===== src/rtl/expander_pkg.sv =====
// Constants, tables and carrier types of the interrupt expander and reset logic
package expander_pkg;
   localparam int NUM_SRC = 23;
   localparam int NUM_BIT = 31;
   localparam int NUM_LINE = 6;
   localparam logic [1:0] PRIO_ANY = 2'h0;
   localparam logic [1:0] PRIO_HI = 2'h1;
   localparam logic [1:0] PRIO_LO = 2'h2;
   // Request bit n: reg0.n for n < 16, reg1.(n-16) above
   localparam logic [4:0] BIT_SRC [NUM_BIT] = '{5'h00, 5'h01, 5'h02, 5'h03, 5'h04, 5'h05,
      5'h06, 5'h07, 5'h08, 5'h09, 5'h0A, 5'h0B, 5'h0C, 5'h0D, 5'h0E, 5'h0F, 5'h10, 5'h11,
      5'h12, 5'h13, 5'h14, 5'h15, 5'h16, 5'h04, 5'h05, 5'h06, 5'h07, 5'h08, 5'h01, 5'h02, 5'h03};
   localparam logic [1:0] BIT_PRIO [NUM_BIT] = '{2'h0, 2'h1, 2'h1, 2'h1, 2'h1, 2'h1, 2'h1,
      2'h1, 2'h1, 2'h0, 2'h0, 2'h0, 2'h0, 2'h0, 2'h0, 2'h0, 2'h0, 2'h0, 2'h0, 2'h0, 2'h0,
      2'h0, 2'h0, 2'h2, 2'h2, 2'h2, 2'h2, 2'h2, 2'h2, 2'h2, 2'h2};
   localparam logic [15:0] BIT_VEC [NUM_BIT] = '{16'h0020, 16'h0004, 16'h0001, 16'h0011,
      16'h0005, 16'h0006, 16'h0007, 16'h0040, 16'h0041, 16'h0021, 16'h0022, 16'h0023,
      16'h0027, 16'h0028, 16'h0029, 16'h002A, 16'h002B, 16'h002C, 16'h002D, 16'h002E,
      16'h0033, 16'h0034, 16'h0035, 16'h0005, 16'h0006, 16'h0007, 16'h0040, 16'h0041,
      16'h0004, 16'h0001, 16'h0011};
   localparam logic [30:0] LINE_MASK [NUM_LINE] = '{31'h000001FF, 31'h0000FE00,
      31'h000F0000, 31'h00700000, 31'h1F800000, 31'h60000000};
   localparam logic [15:0] LINE_VEC_ADDR [NUM_LINE] = '{16'h0002, 16'h0004, 16'h0006,
      16'h0008, 16'h000A, 16'h000C};
   localparam logic [15:0] RESET_VECTOR = 16'h0000;
   localparam logic [15:0] PHANTOM_VECTOR = 16'h0000;
   localparam logic [1:0] INT_PULSE_CYCLES = 2'h2;
   localparam logic [3:0] RST_PULSE_CYCLES = 4'h8;
   localparam int WD_TIMEOUT_DEFAULT = 65536;
   localparam logic [7:0] WD_KEY_ARM = 8'h55;
   localparam logic [7:0] WD_KEY_SERVICE = 8'hAA;
   localparam int WD_CHECK_POS = 3;
   localparam logic [2:0] WD_CHECK_VAL = 3'h5;
   localparam logic [7:0] REQ0_OFS = 8'h00;
   localparam logic [7:0] REQ1_OFS = 8'h04;
   localparam logic [7:0] FLAG_OFS = 8'h08;
   localparam logic [7:0] ENABLE_OFS = 8'h0C;
   localparam logic [7:0] VECTOR_OFS = 8'h10;
   localparam logic [7:0] WD_KEY_OFS = 8'h14;
   localparam logic [7:0] WD_CTRL_OFS = 8'h18;
   localparam logic [22:0] ENABLE_RST = 23'h000000;
   localparam logic [2:0] WD_CTRL_RST = 3'h0;
   localparam logic [1:0] RESP_OKAY = 2'h0;
   localparam logic [1:0] RESP_SLVERR = 2'h2;
   typedef struct packed {
      logic [7:0] awaddr;
      logic awvalid;
      logic [31:0] wdata;
      logic [3:0] wstrb;
      logic wvalid;
      logic bready;
      logic [7:0] araddr;
      logic arvalid;
      logic rready;
   } axi_req_s;
   typedef struct packed {
      logic awready;
      logic wready;
      logic [1:0] bresp;
      logic bvalid;
      logic arready;
      logic [31:0] rdata;
      logic [1:0] rresp;
      logic rvalid;
   } axi_rsp_s;
   typedef struct packed {
      logic [22:0] event_pulse;
      logic [22:0] prio_hi;
   } event_in_s;
   typedef struct packed {
      logic ack;
      logic [15:0] ack_addr;
   } cpu_ack_s;
endpackage : expander_pkg


===== src/rtl/interrupt_expander.sv =====
// Peripheral interrupt expander with watchdog and reset pin logic
`timescale 1ns/10ps
// Contract
// - Watchdog overflow or bad key or bad control write raises a watchdog reset.
// - Watchdog counts from power-on without software starting it.
// - Watchdog reset drives the reset pin low at least eight cycles.
// - Reset halts the CPU and restores control bits, RAM untouched.
// - Many event requests are arbitrated onto six maskable CPU lines.
// - Event request equals flag AND enable, dropping when flag clears.
// - Priority bit routes selectable events to high or low group.
// - Request stays until cleared by acknowledge or software.
// - Requests sharing a CPU line are ORed into that line.
// - Line request is an active-low pulse of exactly two cycles.
// - Acknowledge clears only the highest-priority pending request of its line.
// - Requests still active after acknowledge cause another pulse.
// - Mapping and priority are fixed here; reset vector 0000h unmaskable.
// - Power-protect event is bit 0.0, line 1, vector 0020h.
// - Line 1 high-priority events occupy bits 0.1 to 0.8.
// - Line 2 carries compare and timer-1 events, bits 0.9 to 0.15.
// - Line 3 carries timer-2 events, bits 1.0 to 1.3.
// - Line 4 carries capture events 1 to 3, bits 1.4 to 1.6.
// - Line 5 carries low-priority serial, CAN and converter events, bits 1.7-1.12.
// - Line 6 carries low-priority external inputs, bits 1.13 and 1.14.
// - Acknowledge loads the event vector into the readable vector register.
// - Acknowledge with nothing pending loads fault vector 0000h.
module interrupt_expander
   import expander_pkg::*;
#(
   parameter int unsigned WD_TIMEOUT_CYCLES = WD_TIMEOUT_DEFAULT
)
(
   // Clock and reset
   input wire logic aclk,
   input wire logic aresetn,
   // Register bus
   input wire axi_req_s axi_in,
   output axi_rsp_s axi_out,
   // Peripheral events
   input wire event_in_s evt,
   // CPU side
   input wire cpu_ack_s cpu,
   output logic [5:0] cpu_int_n,
   output logic [15:0] event_vector,
   output logic cpu_reset_n,
   // Reset pin, open drain
   input wire logic reset_pin_n_in,
   output logic reset_pin_n_out,
   output logic reset_pin_n_oe
);
   logic pin_s1_r;
   logic pin_s2_r;
   logic [3:0] rst_cnt_r;
   logic rst_oe_r;
   logic sys_rst;
   logic [31:0] wd_cnt_r;
   logic wd_armed_r;
   logic [2:0] wd_ctrl_r;
   logic wd_fire_r;
   logic wd_fire_nxt;
   logic key_bad;
   logic key_service;
   logic ctrl_bad;
   logic [22:0] flag_r;
   logic [22:0] flag_nxt;
   logic [22:0] enable_r;
   logic [22:0] sw_clr;
   logic [22:0] ack_clr;
   logic [30:0] req;
   logic [5:0] line_req;
   logic [5:0] line_trig;
   logic [5:0] prev_req_r;
   logic [5:0] ack_d_r;
   logic [1:0] pulse_cnt_r [NUM_LINE];
   logic [5:0] int_n_r;
   logic [15:0] vector_r;
   logic cpu_reset_n_r;
   logic ack_line_ok;
   logic [2:0] ack_l;
   logic ack_hit;
   logic [4:0] ack_bit;
   logic [4:0] ack_src;
   logic awready_r;
   logic wready_r;
   logic bvalid_r;
   logic [1:0] bresp_r;
   logic arready_r;
   logic rvalid_r;
   logic [31:0] rdata_r;
   logic [1:0] rresp_r;
   logic [7:0] awaddr_r;
   logic [31:0] wdata_r;
   logic [3:0] wstrb_r;
   logic do_wr;
   logic [31:0] wmask;
   logic [31:0] wbits;

   // Pin synchroniser and local reset
   always_ff @(posedge aclk)
   begin
      if (!aresetn)
      begin
         pin_s1_r <= 1'b1;
         pin_s2_r <= 1'b1;
      end
      else
      begin
         pin_s1_r <= reset_pin_n_in;
         pin_s2_r <= pin_s1_r;
      end
   end

   assign sys_rst = !aresetn || !pin_s2_r || (rst_cnt_r != 4'h0);

   // Reset pin drive; only the bus reset clears it so the pin cannot cut its own pulse
   always_ff @(posedge aclk)
   begin
      if (!aresetn)
      begin
         rst_cnt_r <= 4'h0;
         rst_oe_r <= 1'b0;
      end
      else if (wd_fire_r)
      begin
         rst_cnt_r <= RST_PULSE_CYCLES;
         rst_oe_r <= 1'b1;
      end
      else
      begin
         rst_cnt_r <= (rst_cnt_r != 4'h0) ? rst_cnt_r - 4'h1 : 4'h0;
         rst_oe_r <= (rst_cnt_r > 4'h1);
      end
   end

   always_ff @(posedge aclk)
   begin
      if (sys_rst)
         cpu_reset_n_r <= 1'b0;
      else
         cpu_reset_n_r <= 1'b1;
   end

   // Watchdog
   assign key_bad = do_wr && (awaddr_r == WD_KEY_OFS) && wstrb_r[0]
      && (wdata_r[7:0] != WD_KEY_ARM) && (wdata_r[7:0] != WD_KEY_SERVICE);
   assign key_service = do_wr && (awaddr_r == WD_KEY_OFS) && wstrb_r[0]
      && (wdata_r[7:0] == WD_KEY_SERVICE) && wd_armed_r;
   assign ctrl_bad = do_wr && (awaddr_r == WD_CTRL_OFS) && wstrb_r[0]
      && (wdata_r[WD_CHECK_POS +: 3] != WD_CHECK_VAL);
   assign wd_fire_nxt = !sys_rst
      && ((wd_cnt_r == 32'(WD_TIMEOUT_CYCLES - 1)) || key_bad || ctrl_bad);

   always_ff @(posedge aclk)
   begin
      if (sys_rst)
      begin
         wd_cnt_r <= 32'h0;
         wd_armed_r <= 1'b0;
         wd_ctrl_r <= WD_CTRL_RST;
         wd_fire_r <= 1'b0;
      end
      else
      begin
         wd_fire_r <= wd_fire_nxt;
         wd_cnt_r <= key_service ? 32'h0 : wd_cnt_r + 32'h1;
         if (do_wr && (awaddr_r == WD_KEY_OFS) && wstrb_r[0])
            wd_armed_r <= (wdata_r[7:0] == WD_KEY_ARM);
         if (do_wr && (awaddr_r == WD_CTRL_OFS) && wstrb_r[0] && !ctrl_bad)
            wd_ctrl_r <= wdata_r[2:0];
      end
   end

   // Request bits from flag, enable and priority routing
   generate
      for (genvar b = 0; b < NUM_BIT; b++)
      begin : g_req
         assign req[b] = flag_r[BIT_SRC[b]] && enable_r[BIT_SRC[b]]
            && ((BIT_PRIO[b] == PRIO_ANY)
            || ((BIT_PRIO[b] == PRIO_HI) == evt.prio_hi[BIT_SRC[b]]));
      end
      for (genvar l = 0; l < NUM_LINE; l++)
      begin : g_line
         assign line_req[l] = |(req & LINE_MASK[l]);
         assign line_trig[l] = line_req[l] && (!prev_req_r[l] || ack_d_r[l]);
      end
   endgenerate

   // Acknowledge: lowest bit of the line wins
   always_comb
   begin
      ack_line_ok = 1'b0;
      ack_l = 3'h0;
      ack_hit = 1'b0;
      ack_bit = 5'h00;
      for (int l = 0; l < NUM_LINE; l++)
      begin
         if (cpu.ack_addr == LINE_VEC_ADDR[l])
         begin
            ack_line_ok = 1'b1;
            ack_l = 3'(l);
         end
      end
      for (int b = NUM_BIT - 1; b >= 0; b--)
      begin
         if (cpu.ack && ack_line_ok && LINE_MASK[ack_l][b] && req[b])
         begin
            ack_hit = 1'b1;
            ack_bit = 5'(b);
         end
      end
   end

   assign ack_src = BIT_SRC[ack_bit];
   assign ack_clr = ack_hit ? (23'h000001 << ack_src) : 23'h000000;
   assign flag_nxt = (flag_r & ~sw_clr & ~ack_clr) | evt.event_pulse;

   always_ff @(posedge aclk)
   begin
      if (sys_rst)
         flag_r <= 23'h000000;
      else
         flag_r <= flag_nxt;
   end

   always_ff @(posedge aclk)
   begin
      if (sys_rst)
         vector_r <= RESET_VECTOR;
      else if (ack_hit)
         vector_r <= BIT_VEC[ack_bit];
      else if (cpu.ack)
         vector_r <= PHANTOM_VECTOR;
   end

   // Line pulse generators
   always_ff @(posedge aclk)
   begin
      if (sys_rst)
      begin
         prev_req_r <= 6'h00;
         ack_d_r <= 6'h00;
         int_n_r <= 6'h3F;
         for (int l = 0; l < NUM_LINE; l++)
            pulse_cnt_r[l] <= 2'h0;
      end
      else
      begin
         prev_req_r <= line_req;
         for (int l = 0; l < NUM_LINE; l++)
         begin
            ack_d_r[l] <= cpu.ack && ack_line_ok && (ack_l == 3'(l));
            if (line_trig[l])
            begin
               pulse_cnt_r[l] <= INT_PULSE_CYCLES;
               int_n_r[l] <= 1'b0;
            end
            else
            begin
               pulse_cnt_r[l] <= (pulse_cnt_r[l] != 2'h0) ? pulse_cnt_r[l] - 2'h1 : 2'h0;
               int_n_r[l] <= (pulse_cnt_r[l] <= 2'h1);
            end
         end
      end
   end

   // Bus slave: write channel
   assign do_wr = !awready_r && !wready_r && !bvalid_r;
   generate
      for (genvar i = 0; i < 4; i++)
      begin : g_mask
         assign wmask[8 * i +: 8] = {8{wstrb_r[i]}};
      end
   endgenerate
   assign wbits = wdata_r & wmask;
   assign sw_clr = (do_wr && (awaddr_r == FLAG_OFS)) ? wbits[22:0] : 23'h000000;

   always_ff @(posedge aclk)
   begin
      if (!aresetn)
      begin
         awready_r <= 1'b1;
         wready_r <= 1'b1;
         bvalid_r <= 1'b0;
         bresp_r <= RESP_OKAY;
         awaddr_r <= 8'h00;
         wdata_r <= 32'h0;
         wstrb_r <= 4'h0;
      end
      else
      begin
         if (awready_r && axi_in.awvalid)
         begin
            awready_r <= 1'b0;
            awaddr_r <= axi_in.awaddr;
         end
         if (wready_r && axi_in.wvalid)
         begin
            wready_r <= 1'b0;
            wdata_r <= axi_in.wdata;
            wstrb_r <= axi_in.wstrb;
         end
         if (do_wr)
         begin
            bvalid_r <= 1'b1;
            if (awaddr_r == REQ0_OFS || awaddr_r == REQ1_OFS || awaddr_r == FLAG_OFS
               || awaddr_r == ENABLE_OFS || awaddr_r == VECTOR_OFS
               || awaddr_r == WD_KEY_OFS || awaddr_r == WD_CTRL_OFS)
               bresp_r <= RESP_OKAY;
            else
               bresp_r <= RESP_SLVERR;
         end
         else if (bvalid_r && axi_in.bready)
         begin
            bvalid_r <= 1'b0;
            awready_r <= 1'b1;
            wready_r <= 1'b1;
         end
      end
   end

   always_ff @(posedge aclk)
   begin
      if (sys_rst)
         enable_r <= ENABLE_RST;
      else if (do_wr && (awaddr_r == ENABLE_OFS))
         enable_r <= (enable_r & ~wmask[22:0]) | wbits[22:0];
   end

   // Bus slave: read channel
   always_ff @(posedge aclk)
   begin
      if (!aresetn)
      begin
         arready_r <= 1'b1;
         rvalid_r <= 1'b0;
         rdata_r <= 32'h0;
         rresp_r <= RESP_OKAY;
      end
      else if (arready_r && axi_in.arvalid)
      begin
         arready_r <= 1'b0;
         rvalid_r <= 1'b1;
         rresp_r <= RESP_OKAY;
         if (axi_in.araddr == REQ0_OFS)
            rdata_r <= {16'h0, req[15:0]};
         else if (axi_in.araddr == REQ1_OFS)
            rdata_r <= {17'h0, req[30:16]};
         else if (axi_in.araddr == FLAG_OFS)
            rdata_r <= {9'h0, flag_r};
         else if (axi_in.araddr == ENABLE_OFS)
            rdata_r <= {9'h0, enable_r};
         else if (axi_in.araddr == VECTOR_OFS)
            rdata_r <= {16'h0, vector_r};
         else if (axi_in.araddr == WD_KEY_OFS)
            rdata_r <= 32'h0;
         else if (axi_in.araddr == WD_CTRL_OFS)
            rdata_r <= {29'h0, wd_ctrl_r};
         else
         begin
            rdata_r <= 32'h0;
            rresp_r <= RESP_SLVERR;
         end
      end
      else if (rvalid_r && axi_in.rready)
      begin
         rvalid_r <= 1'b0;
         arready_r <= 1'b1;
      end
   end

   assign axi_out = '{awready: awready_r, wready: wready_r, bresp: bresp_r, bvalid: bvalid_r,
      arready: arready_r, rdata: rdata_r, rresp: rresp_r, rvalid: rvalid_r};
   assign cpu_int_n = int_n_r;
   assign event_vector = vector_r;
   assign cpu_reset_n = cpu_reset_n_r;
   assign reset_pin_n_out = 1'b0;
   assign reset_pin_n_oe = rst_oe_r;

   // Checks
   int_low_a: assert property (@(posedge aclk) disable iff (!aresetn)
      $fell(int_n_r[0]) |-> !int_n_r[0] ##1 (!int_n_r[0] || sys_rst))
      else $error("line pulse shorter than two cycles");
   int_end_a: assert property (@(posedge aclk) disable iff (!aresetn)
      !int_n_r[1] && pulse_cnt_r[1] == 2'h1 && !line_trig[1] |=> int_n_r[1])
      else $error("line pulse longer than two cycles");
   trig_pulse_a: assert property (@(posedge aclk) disable iff (!aresetn)
      line_trig[0] && !sys_rst |=> !int_n_r[0] ##1 !int_n_r[0] || sys_rst)
      else $error("pending request gave no pulse");
   req_drop_a: assert property (@(posedge aclk) disable iff (!aresetn)
      sw_clr[9] && !evt.event_pulse[9] |=> !req[9])
      else $error("request stayed after flag clear");
   ack_clear_a: assert property (@(posedge aclk) disable iff (!aresetn)
      ack_hit && !evt.event_pulse[ack_src] |=> (flag_r & (23'h000001 << $past(ack_src))) == 0)
      else $error("acknowledge left flag set");
   vec_load_a: assert property (@(posedge aclk) disable iff (!aresetn)
      ack_hit && !sys_rst |=> vector_r == $past(BIT_VEC[ack_bit]))
      else $error("vector not loaded");
   phantom_a: assert property (@(posedge aclk) disable iff (!aresetn)
      cpu.ack && !ack_hit && !sys_rst |=> vector_r == PHANTOM_VECTOR)
      else $error("phantom vector missing");
   rst_drive_a: assert property (@(posedge aclk) disable iff (!aresetn)
      $rose(rst_oe_r) |-> rst_oe_r[*8])
      else $error("reset pin drive too short");
   wd_fire_a: assert property (@(posedge aclk) disable iff (!aresetn)
      wd_fire_nxt |=> ##2 rst_oe_r && !cpu_reset_n_r)
      else $error("watchdog fault not driven out");
endmodule : interrupt_expander


===== config.mk =====
export PLATFORM = sky130hd
export DESIGN_NAME = interrupt_expander
export DESIGN_NICKNAME = d
export VERILOG_FILES = /design/src/rtl/expander_pkg.sv /design/src/rtl/interrupt_expander.sv
export SDC_FILE = /design/constraint.sdc
export NUM_CORES = 1
export LEC_CHECK = 0
export BUFFER_PORTS_ARGS = -buffer_cell sky130_fd_sc_hd__buf_2
export CAP_MARGIN = 25
export CORE_MARGIN = 2
export CORE_UTILIZATION = 31
export DETAILED_ROUTE_END_ITERATION = 8
export GPL_ROUTABILITY_DRIVEN = 0
export SLEW_MARGIN = 0
export SYNTH_ARGS = -nofsm -noshare
export SYNTH_HDL_FRONTEND = slang
export SYNTH_SLANG_ARGS = --single-unit

===== constraint.sdc =====
create_clock -name aclk -period 4 [get_ports aclk]
set_clock_uncertainty 0.2 [all_clocks]
set_input_delay 0 -clock aclk [delete_from_list [all_inputs] [get_ports aclk]]
set_output_delay 0 -clock aclk [all_outputs]
set_load 0.005 [all_outputs]

After elaboration in Yosys (flattened, before gate mapping)
Memory sizes are Yosys's and may differ from the RTL's.
Index checks and enable logic that the tools add are counted.
Storage, ports and cells
  memory bits (writable): 12
  word-level logic and storage cells: 471
  memories: 4
  bits of input ports: 123
  output and inout bits: 66
  bits in read-only memories: 920
  register bits: 200
Cells by class
  $lt $le $gt $ge: 9
  bitwise gates (word level): 33
  equality and inequality tests: 29
  $add $sub $neg: 8
  reduce and logical (&&, ||, !) cells: 184
  muxes and demuxes: 176
  shift-type cells: 1
Memories
  (no name shown): depth 32, width 16, rd ports 1, clocked after memory_dff 0, write ports 0, line interrupt_expander.sv:229  | vector_r <= BIT_VEC[ack_bit];
  (no name shown): depth 8, width 31, rd ports 1, clocked after memory_dff 0, write ports 0, line interrupt_expander.sv:204  | if (cpu.ack && ack_line_ok && LINE_MASK[ack_l][b] && req[b])
  (no name shown): depth 32, width 5, rd ports 1, clocked after memory_dff 0, write ports 0, line interrupt_expander.sv:212  | assign ack_src = BIT_SRC[ack_bit];
  pulse_cnt_r: depth 6, width 2, rd ports 6, clocked after memory_dff 0, write ports 6, line interrupt_expander.sv:73  | logic [1:0] pulse_cnt_r [NUM_LINE];
Operators by type and width (count)
  $mux W5: 33
  $mux W23: 6
  $logic_and A1 B1 Y1: 134
  $mux W1: 96
  $and A23 B23 Y23: 4
  $mux W16: 5
  $not A23 Y23: 3
  $mux W31: 2
  $mux W2: 28
  $eq A16 B4 Y1 const B: 3
  $eq A8 B5 Y1 const B: 6
  $or A23 B23 Y23: 2
  $add A32 B1 Y32 const B: 1
  $eq A16 B3 Y1 const B: 2
  $eq A32 B16 Y1 const B: 1
  $eq A8 B4 Y1 const B: 4
  $shl A1 B5 Y23 const A: 1
  $reduce_bool A2 Y1: 9
  $eq A16 B2 Y1 const B: 1
  $eq A8 B3 Y1 const B: 2
  $logic_not A8 Y1: 2
  $logic_or A1 B1 Y1: 16
  $logic_not A1 Y1: 13
  $le A2 B1 Y1 const B: 6
  27 further kinds: 60

Longest topological paths before layout
Gate-level depths: netlist (run 1).
  word-level depth: 52
  gate-level depth with buffers: 16
  gate-level depth less buffers: 14

Least setup slack after synthesis (run 1)
OpenSTA, ideal clock, no wires.
  path type: input to register
  from: input port cpu[5] (netlist name)
  to: register flag_r[11]
  arrival: 3058 ps
  stages on the path: 13
  path slack: 626 ps
  required time: 3683 ps
  cells stage by stage: or4_1 nor3_4 buf_4 nand3_1 a211o_1 a31o_2 ha_1 or3_1 o21bai_1 a2111oi_4 buf_4 nand4b_1 a22o_1
Between the ends
  longest elaborated chain between the ends: 52
RTL lines
  from (decl): line interrupt_expander.sv:41  | input wire cpu_ack_s cpu,
  $eq A16 B3 Y1: line interrupt_expander.sv:196  | if (cpu.ack_addr == LINE_VEC_ADDR[l])
  $mux W1: line interrupt_expander.sv:196
  $mux W2 (2 in series): line interrupt_expander.sv:196
  $mux W3 (2 in series): line interrupt_expander.sv:196
  $not A3 Y4 (implied by the code): line interrupt_expander.sv:204
  $mem_v2 Z8 W31
  $mux W31 (implied by the code) (2 in series): line interrupt_expander.sv:204
  $logic_and A1 B1 Y1 (2 in series): line interrupt_expander.sv:204
  $mux W5 (31 in series): line interrupt_expander.sv:204
  $not A5 Y6 (implied by the code): line interrupt_expander.sv:212
  $mem_v2 Z32 W5
  $mux W5 (implied by the code) (2 in series): line interrupt_expander.sv:212
  $shl A1 B5 Y23: line interrupt_expander.sv:213  | assign ack_clr = ack_hit ? (23'h000001 << ack_src) : 23'h000000;
  $mux W23 (*): line interrupt_expander.sv:213
  $not A23 Y23 (*): line interrupt_expander.sv:214  | assign flag_nxt = (flag_r & ~sw_clr & ~ack_clr) | evt.event_pulse;
  $and A23 B23 Y23 (*): line interrupt_expander.sv:214
  $or A23 B23 Y23 (*): line interrupt_expander.sv:214
  to (signal assigned): line interrupt_expander.sv:221  | flag_r <= flag_nxt;
  to (decl): line interrupt_expander.sv:63  | logic [22:0] flag_r;
Every way passes the cells marked *; elsewhere a longest branch is shown, timed or not. The select of a mux whose other input is x is not followed.
A chain may end at the register's enable or synchronous reset.

Worst setup path after layout (run 1)
  from: input port cpu[13] (netlist name)
  to: register flag_r[11]
The elaborated chain is that of the path after synthesis.

==> impl_metrics.json, run 1 <==
{
  "fin_tns_setup_ns": 0,
  "grt-ovfl-total": 0,
  "cpLargestDelayFamily": "compound AO/OA/AOI/OAI gates",
  "grt_usage_pct": 19.39,
  "cts_tree": "yes",
  "wl_um": 33000,
  "cts_sinks": 192,
  "finalCriticalPeriod_ns": 3.786,
  "placedCellCount": 1724,
  "met1_length_um": 15000,
  "initial_utilization_pct": 31.55,
  "ys.flop_type": "dfxtp_1",
  "clk_latency_ns": 0.46,
  "fin_ws_ns": 0.2139,
  "ys_types": 86,
  "highest_layer": "met4",
  "synth.top_cells.by_count": "dfxtp_1, nand2_1, nor2_1",
  "p_total_mw": 4.818,
  "final_cells": 1859,
  "grt_pass1_vias": 9330,
  "die_area_um2": 33650,
  "startpoint_type": "input pin",
  "crit_path_max_incr_delay_ns": 0.53,
  "p_per_area_nw_per_um2": 377.9,
  "rows": 65,
  "core-area_um2": 31640,
  "path_cells": "dlygate4sd3_1 -> buf_2 -> nor4_1 -> nand3_1 -> a211oi_1 -> a211oi_2 -> a211o_1 -> a31o_2 -> ha_1 -> or3_1 -> o21bai_1 -> a2111oi_4 -> buf_4 -> nand4b_1 -> a22o_1",
  "critPathMaxFanout": 15,
  "ys_ff_latch": 192,
  "yosysSeqAreaShare_pct": 39.71,
  "endpoint_kind": "flop",
  "areaGrowthSynthToFinish_pct": 27.71,
  "drive_above_1_share_pct": 16.28,
  "synth_area_leaders": "dfxtp_1, nand2_1, nor2_1, edfxtp_1, mux2i_1",
  "nets": 1576,
  "yosysMostFrequentCell": "dfxtp_1",
  "htree_levels": 4,
  "worst_pin_slew_ns": 0.9839,
  "cts_root_buffer": "clkbuf_16",
  "clk_pin_slew_worst_paths_ns": 0.08,
  "path_buf_inv": 3,
  "cp_slowest_cell": "dlygate4sd3_1",
  "antenna_found_initial": 0,
  "min_path_type": "in -> reg",
  "fp.dieH_um": 183.4,
  "peakVddDrop_mv": 0.2201,
  "cp.required_ns": 4.15,
  "synth.top_cell.area_share_pct": 36.10,
  "status": "complete, no violations",
  "drv_slew": 0,
  "hpwlAfterDp_um": 24390,
  "layout_worst_path_cycle_share_pct": 94.65,
  "grt_pass1_wl_um": 50890,
  "yosysTopAreaCell": "dfxtp_1",
  "rsz0062_at_grt": "no",
  "hold_violations": 0,
  "syn_inst": 1205,
  "grt_max_degree": 70,
  "crit_arrival_ns": 3.93,
  "clockBufferDepth": 2,
  "via_count": 10000,
  "async_reset_ff_share_pct": 0,
  "synth_edf_count": 12,
  "first_iter_violations": 854,
  "first_pass_iters": 7,
  "nFillCells": 3213,
  "syn_area_um2": 9982,
  "dr_wl_met2_um": 14500,
  "maxCapViolCount": 0,
  "ios": 189,
  "numCtsBuffers": 17,
  "portBuffers": 142,
  "yosysWarnings": 0,
  "dr_wl_met3_um": 2617,
  "dieWidth_um": 183.4,
  "routedWlPerCell_um": 17.75,
  "slew_headroom_pct": 34.25,
  "syn_avg_cell_area_um2": 8.284,
  "drt-vias-per-instance": 5.379,
  "crit_type": "in -> reg",
  "ant_nets": 0,
  "p_leak_nw": 5.080,
  "fin_worst_hold_slack_ns": 0.01770,
  "fmax_ghz": 0.2641,
  "dp_slack_ns": 0.06035,
  "setup_violations": 0,
  "drc": 0
}
worst paths after layout:
kind / from / endpoint / slack, ns / cells after the start
min reg2reg: pin_s1_r / pin_s2_r / 0.23 / 1
min: evt[3] / prev_req_r[5] / 0.02 / 5
max: cpu[13] / flag_r[11] / 0.21 / 15
max reg2reg: flop / flag_r[12] / 0.32 / 10
layout make-up:
cell class              instances  area [um^2]  area share [%]
diodes                          1        2.502         0.01963
clock buffers                  19        442.9           3.474
clock inverters                13        146.4           1.148
inverters                      27        101.3          0.7950
multi-input cells             934         5627           44.14
flip-flops and latches        192         3964           31.09
well taps                     402        503.0           3.945
repair buffers                271         1962           15.39
routing by layer:
metal / vias to the layer above / global-route usage [%]
li1: 4767 / -
met1: 4702 / 26.87
met2: 465 / 30.28
met3: 66 / 3.189
met4: 0 / 7.136
met5: - / 0
cells in the final DEF, fill, tap and decap left out, drive strengths merged, types with 8 or more instances in the layout:
cell type and count:
nand3b 8, nor4 14, o21ai 50, and2 19, nand3 62, and3 22
a31oi 14, buf 171, xnor2 14, nor3 39, xor2 17, inv 34
nand2 165, a21oi 60, mux2i 35, edfxtp 12, o21a 9, clkbuf 19
a21boi 44, a22oi 8, dfxtp 180, nor2 123, a211oi 13, o22ai 8
conb 33, nand4 9, nor2b 22, ha 10, dlygate4sd3 100
report_power, final:
| part | total (mW) | internal (mW) | switching, mW |
|---|---|---|---|
| Clock | 1.74 | 0.903 | 0.840 |
| Combinational | 0.822 | 0.322 | 0.500 |
| Sequential | 2.25 | 2.09 | 0.163 |
tightest hold or removal path, stage by stage:
cell	delay [ns]
buf_2	0.13
and3b_1	0.23
buf_4	0.15
nor2_1	0.06
nor2_1	0.07
per-stage QoR:
| stage | utilization [%] | instance area, um^2 |
|---|---|---|
| after global routing | 40.29 | 12750 |
| after detailed placement | 35.07 | 11090 |
| after floorplan | - | 10100 |
| final | 40.30 | 12750 |
| after global placement | 35.07 | 11090 |
| after CTS | 40.09 | 12680 |
what timing repair did:
item | CTS | global route
hold endpoints to repair | 87 | 0
setup endpoints to repair | 0 | 20
hold buffers | 100 | 0
buffers inserted | 0 | 1
gates resized for setup | 0 | 8
cells by family after synthesis:
family                   count (synthesis)  synth area share, %
AND/OR/NAND/NOR                        538                26.72
AO/OA/AOI/OAI                          281                19.98
flip-flops                             192                39.71
buffers and inverters                  110                5.352
multiplexers                            41                4.187
XOR/XNOR                                31                2.720
adder cells (fa/ha/maj)                 10                1.253
other                                    2              0.07523
Note: power is estimated with default switching activity, not from simulation.
==> run 2: changes to the inputs <==
--- a/config.mk
+++ b/config.mk
@@ -5,12 +5,13 @@
 export SDC_FILE = /design/constraint.sdc
 export NUM_CORES = 1
 export LEC_CHECK = 0
-export BUFFER_PORTS_ARGS = -buffer_cell sky130_fd_sc_hd__buf_2
 export CAP_MARGIN = 25
 export CORE_MARGIN = 2
-export CORE_UTILIZATION = 31
+export CORE_UTILIZATION = 60
 export DETAILED_ROUTE_END_ITERATION = 8
+export DONT_BUFFER_PORTS = 1
 export GPL_ROUTABILITY_DRIVEN = 0
+export PLACE_DENSITY = 0.76
 export SLEW_MARGIN = 0
 export SYNTH_ARGS = -nofsm -noshare
 export SYNTH_HDL_FRONTEND = slang
==> impl_metrics.json, run 2 (same netlist as run 1, synthesis figures left out) <==
{
  "drive_above_1_share_pct": 7.988,
  "rows": 47,
  "drc": 0,
  "endpoint_kind": "flop",
  "drv_slew": 0,
  "worst_pin_slew_ns": 0.9839,
  "hold_violations": 0,
  "p_leak_nw": 4.545,
  "p_per_area_nw_per_um2": 390.3,
  "hpwlAfterDp_um": 20310,
  "htree_levels": 4,
  "pwr-share-seq_pct": 48.4,
  "fp.dieH_um": 133.0,
  "portBuffers": 0,
  "p_clk_share_pct": 36.0,
  "clk_pin_slew_worst_paths_ns": 0.07,
  "dieWidth_um": 133.0,
  "crit_type": "in -> reg",
  "numCtsBuffers": 17,
  "grt_pass1_vias": 9040,
  "ant_nets": 0,
  "antenna_found_initial": 0,
  "grt-ovfl-total": 0,
  "cts_root_buffer": "clkbuf_16",
  "nets": 1447,
  "initial_utilization_pct": 60.84,
  "areaGrowthSynthToFinish_pct": 20.03,
  "maxCapViolCount": 0,
  "grt_max_degree": 70,
  "hold_depth": 2,
  "hold_start": "evt[25]",
  "layout_commonest_cell": "dfxtp_1",
  "die_area_um2": 17690,
  "core-area_um2": 16410,
  "p_comb_share_pct": 15.6,
  "p_total_mw": 4.676,
  "peakVddDrop_mv": 0.3238,
  "setup_violations": 0,
  "grt_pass1_wl_um": 47420,
  "crit_arrival_ns": 4.03,
  "r2r_setup_slack_ns": 0.21,
  "first_iter_violations": 1371,
  "finalCriticalPeriod_ns": 3.903,
  "whs_endpoint": "flag_r[2]",
  "ios": 189,
  "min_path_type": "in -> reg",
  "cts_tree": "yes",
  "routedWlPerCell_um": 19.44,
  "r2r_cells": 10,
  "via_count": 9778,
  "first_pass_iters": 8,
  "switching_share_pct": 30.41,
  "critPathMaxFanout": 16,
  "fin_tns_setup_ns": 0,
  "grt_usage_pct": 33.76,
  "layout_common_cells": "dfxtp_1, nand2_1, nor2_1, dlygate4sd3_1, nand3_1",
  "cts_sinks": 192,
  "status": "complete, no violations",
  "fmax_ghz": 0.2562,
  "cp.required_ns": 4.12,
  "r2r-end": "flag_r[12]",
  "clockBufferDepth": 2,
  "slew_headroom_pct": 34.25,
  "wl_um": 30090,
  "intPower_mw": 3.254,
  "startpoint_type": "input pin",
  "p_sw_mw": 1.422,
  "layout_worst_path_cycle_share_pct": 97.57,
  "drt-vias-per-instance": 6.317,
  "clk_latency_ns": 0.45
}
-- run 2: per-layer routing --
layer	track usage, %	vias up	routed length (um)	part of all wire [%]
met3	8.927	100	3358	11
li1	-	4508	-	-
met4	12.84	0	1062	3.5
met1	44.32	4583	12000	40
met2	53.45	587	13670	45
met5	0	-	0	0
-- run 2: through the flow --
| stage | hold slack, ns | worst slack, ns | cell area, um^2 | instances | utilization [%] |
|---|---|---|---|---|---|
| after floorplan | -0.09965 | 0.6256 | 10100 | 1236 | - |
| after global placement | -0.1205 | 0.2538 | 10130 | 1397 | 61.76 |
| after detailed placement | -0.1159 | 0.2147 | 10130 | 1397 | 61.76 |
| after CTS | 0.0005098 | 0.04491 | 11830 | 1539 | 72.11 |
| after global routing | 0.01377 | -0.02947 | 11980 | 1547 | 73.01 |
| final | 0.01972 | 0.09707 | 11980 | 1548 | 73.03 |
-- run 2: worst max-delay path by stage --
stage	from	end	slack, ns	depth (start not counted)
2_1_floorplan	cpu[5]	flag_r[11]	0.63	13
3_3_place_gp	cpu[5]	flag_r[12]	0.25	12
3_5_place_dp	cpu[5]	flag_r[5]	0.21	12
4_1_cts	cpu[14]	flag_r[5]	0.04	15
5_1_grt	cpu[1]	flag_r[12]	-0.03	17
6_report	cpu[1]	flag_r[5]	0.1	17
-- run 2: final cells by class --
class | count | area, um^2
multi-input combinational | 934 | 5657
fill | 1212 | 4425
timing repair buffer | 142 | 1405
antenna | 1 | 2.502
clock inverter | 13 | 133.9
tap | 220 | 275.3
sequential | 192 | 3964
clock buffer | 19 | 442.9
inverter | 27 | 101.3
-- run 2: power by group through the flow --
stage | Sequential [mW] | Combinational, mW | Clock [mW]
2_1_floorplan | 2.24 | 0.509 | 0
3_3_place_gp | 2.29 | 0.580 | 0
3_5_place_dp | 2.29 | 0.597 | 0
4_1_cts | 2.25 | 0.707 | 1.69
5_1_grt | 2.28 | 0.810 | 1.77
6_report | 2.26 | 0.732 | 1.68
-- run 2: repair_timing --
item | in CTS | in global routing
setup endpoints to repair | 0 | 20
hold endpoints to repair | 111 | 26
resized for setup | 0 | 16
hold buffers | 110 | 1
setup buffers | 0 | 5
-- run 2: critical path: stages --
cell and delay (ns):
dlygate4sd3_1 0.59, or2_2 0.30, dlygate4sd3_1 0.58, nor2_2 0.13, buf_6 0.15, buf_4 0.11, a211o_1 0.13, o211ai_1 0.12
buf_4 0.17, a31o_2 0.25, ha_1 0.23, or3_1 0.39, o21bai_2 0.16, a2111oi_4 0.07, buf_4 0.22, nor4b_1 0.29
o21ai_1 0.11
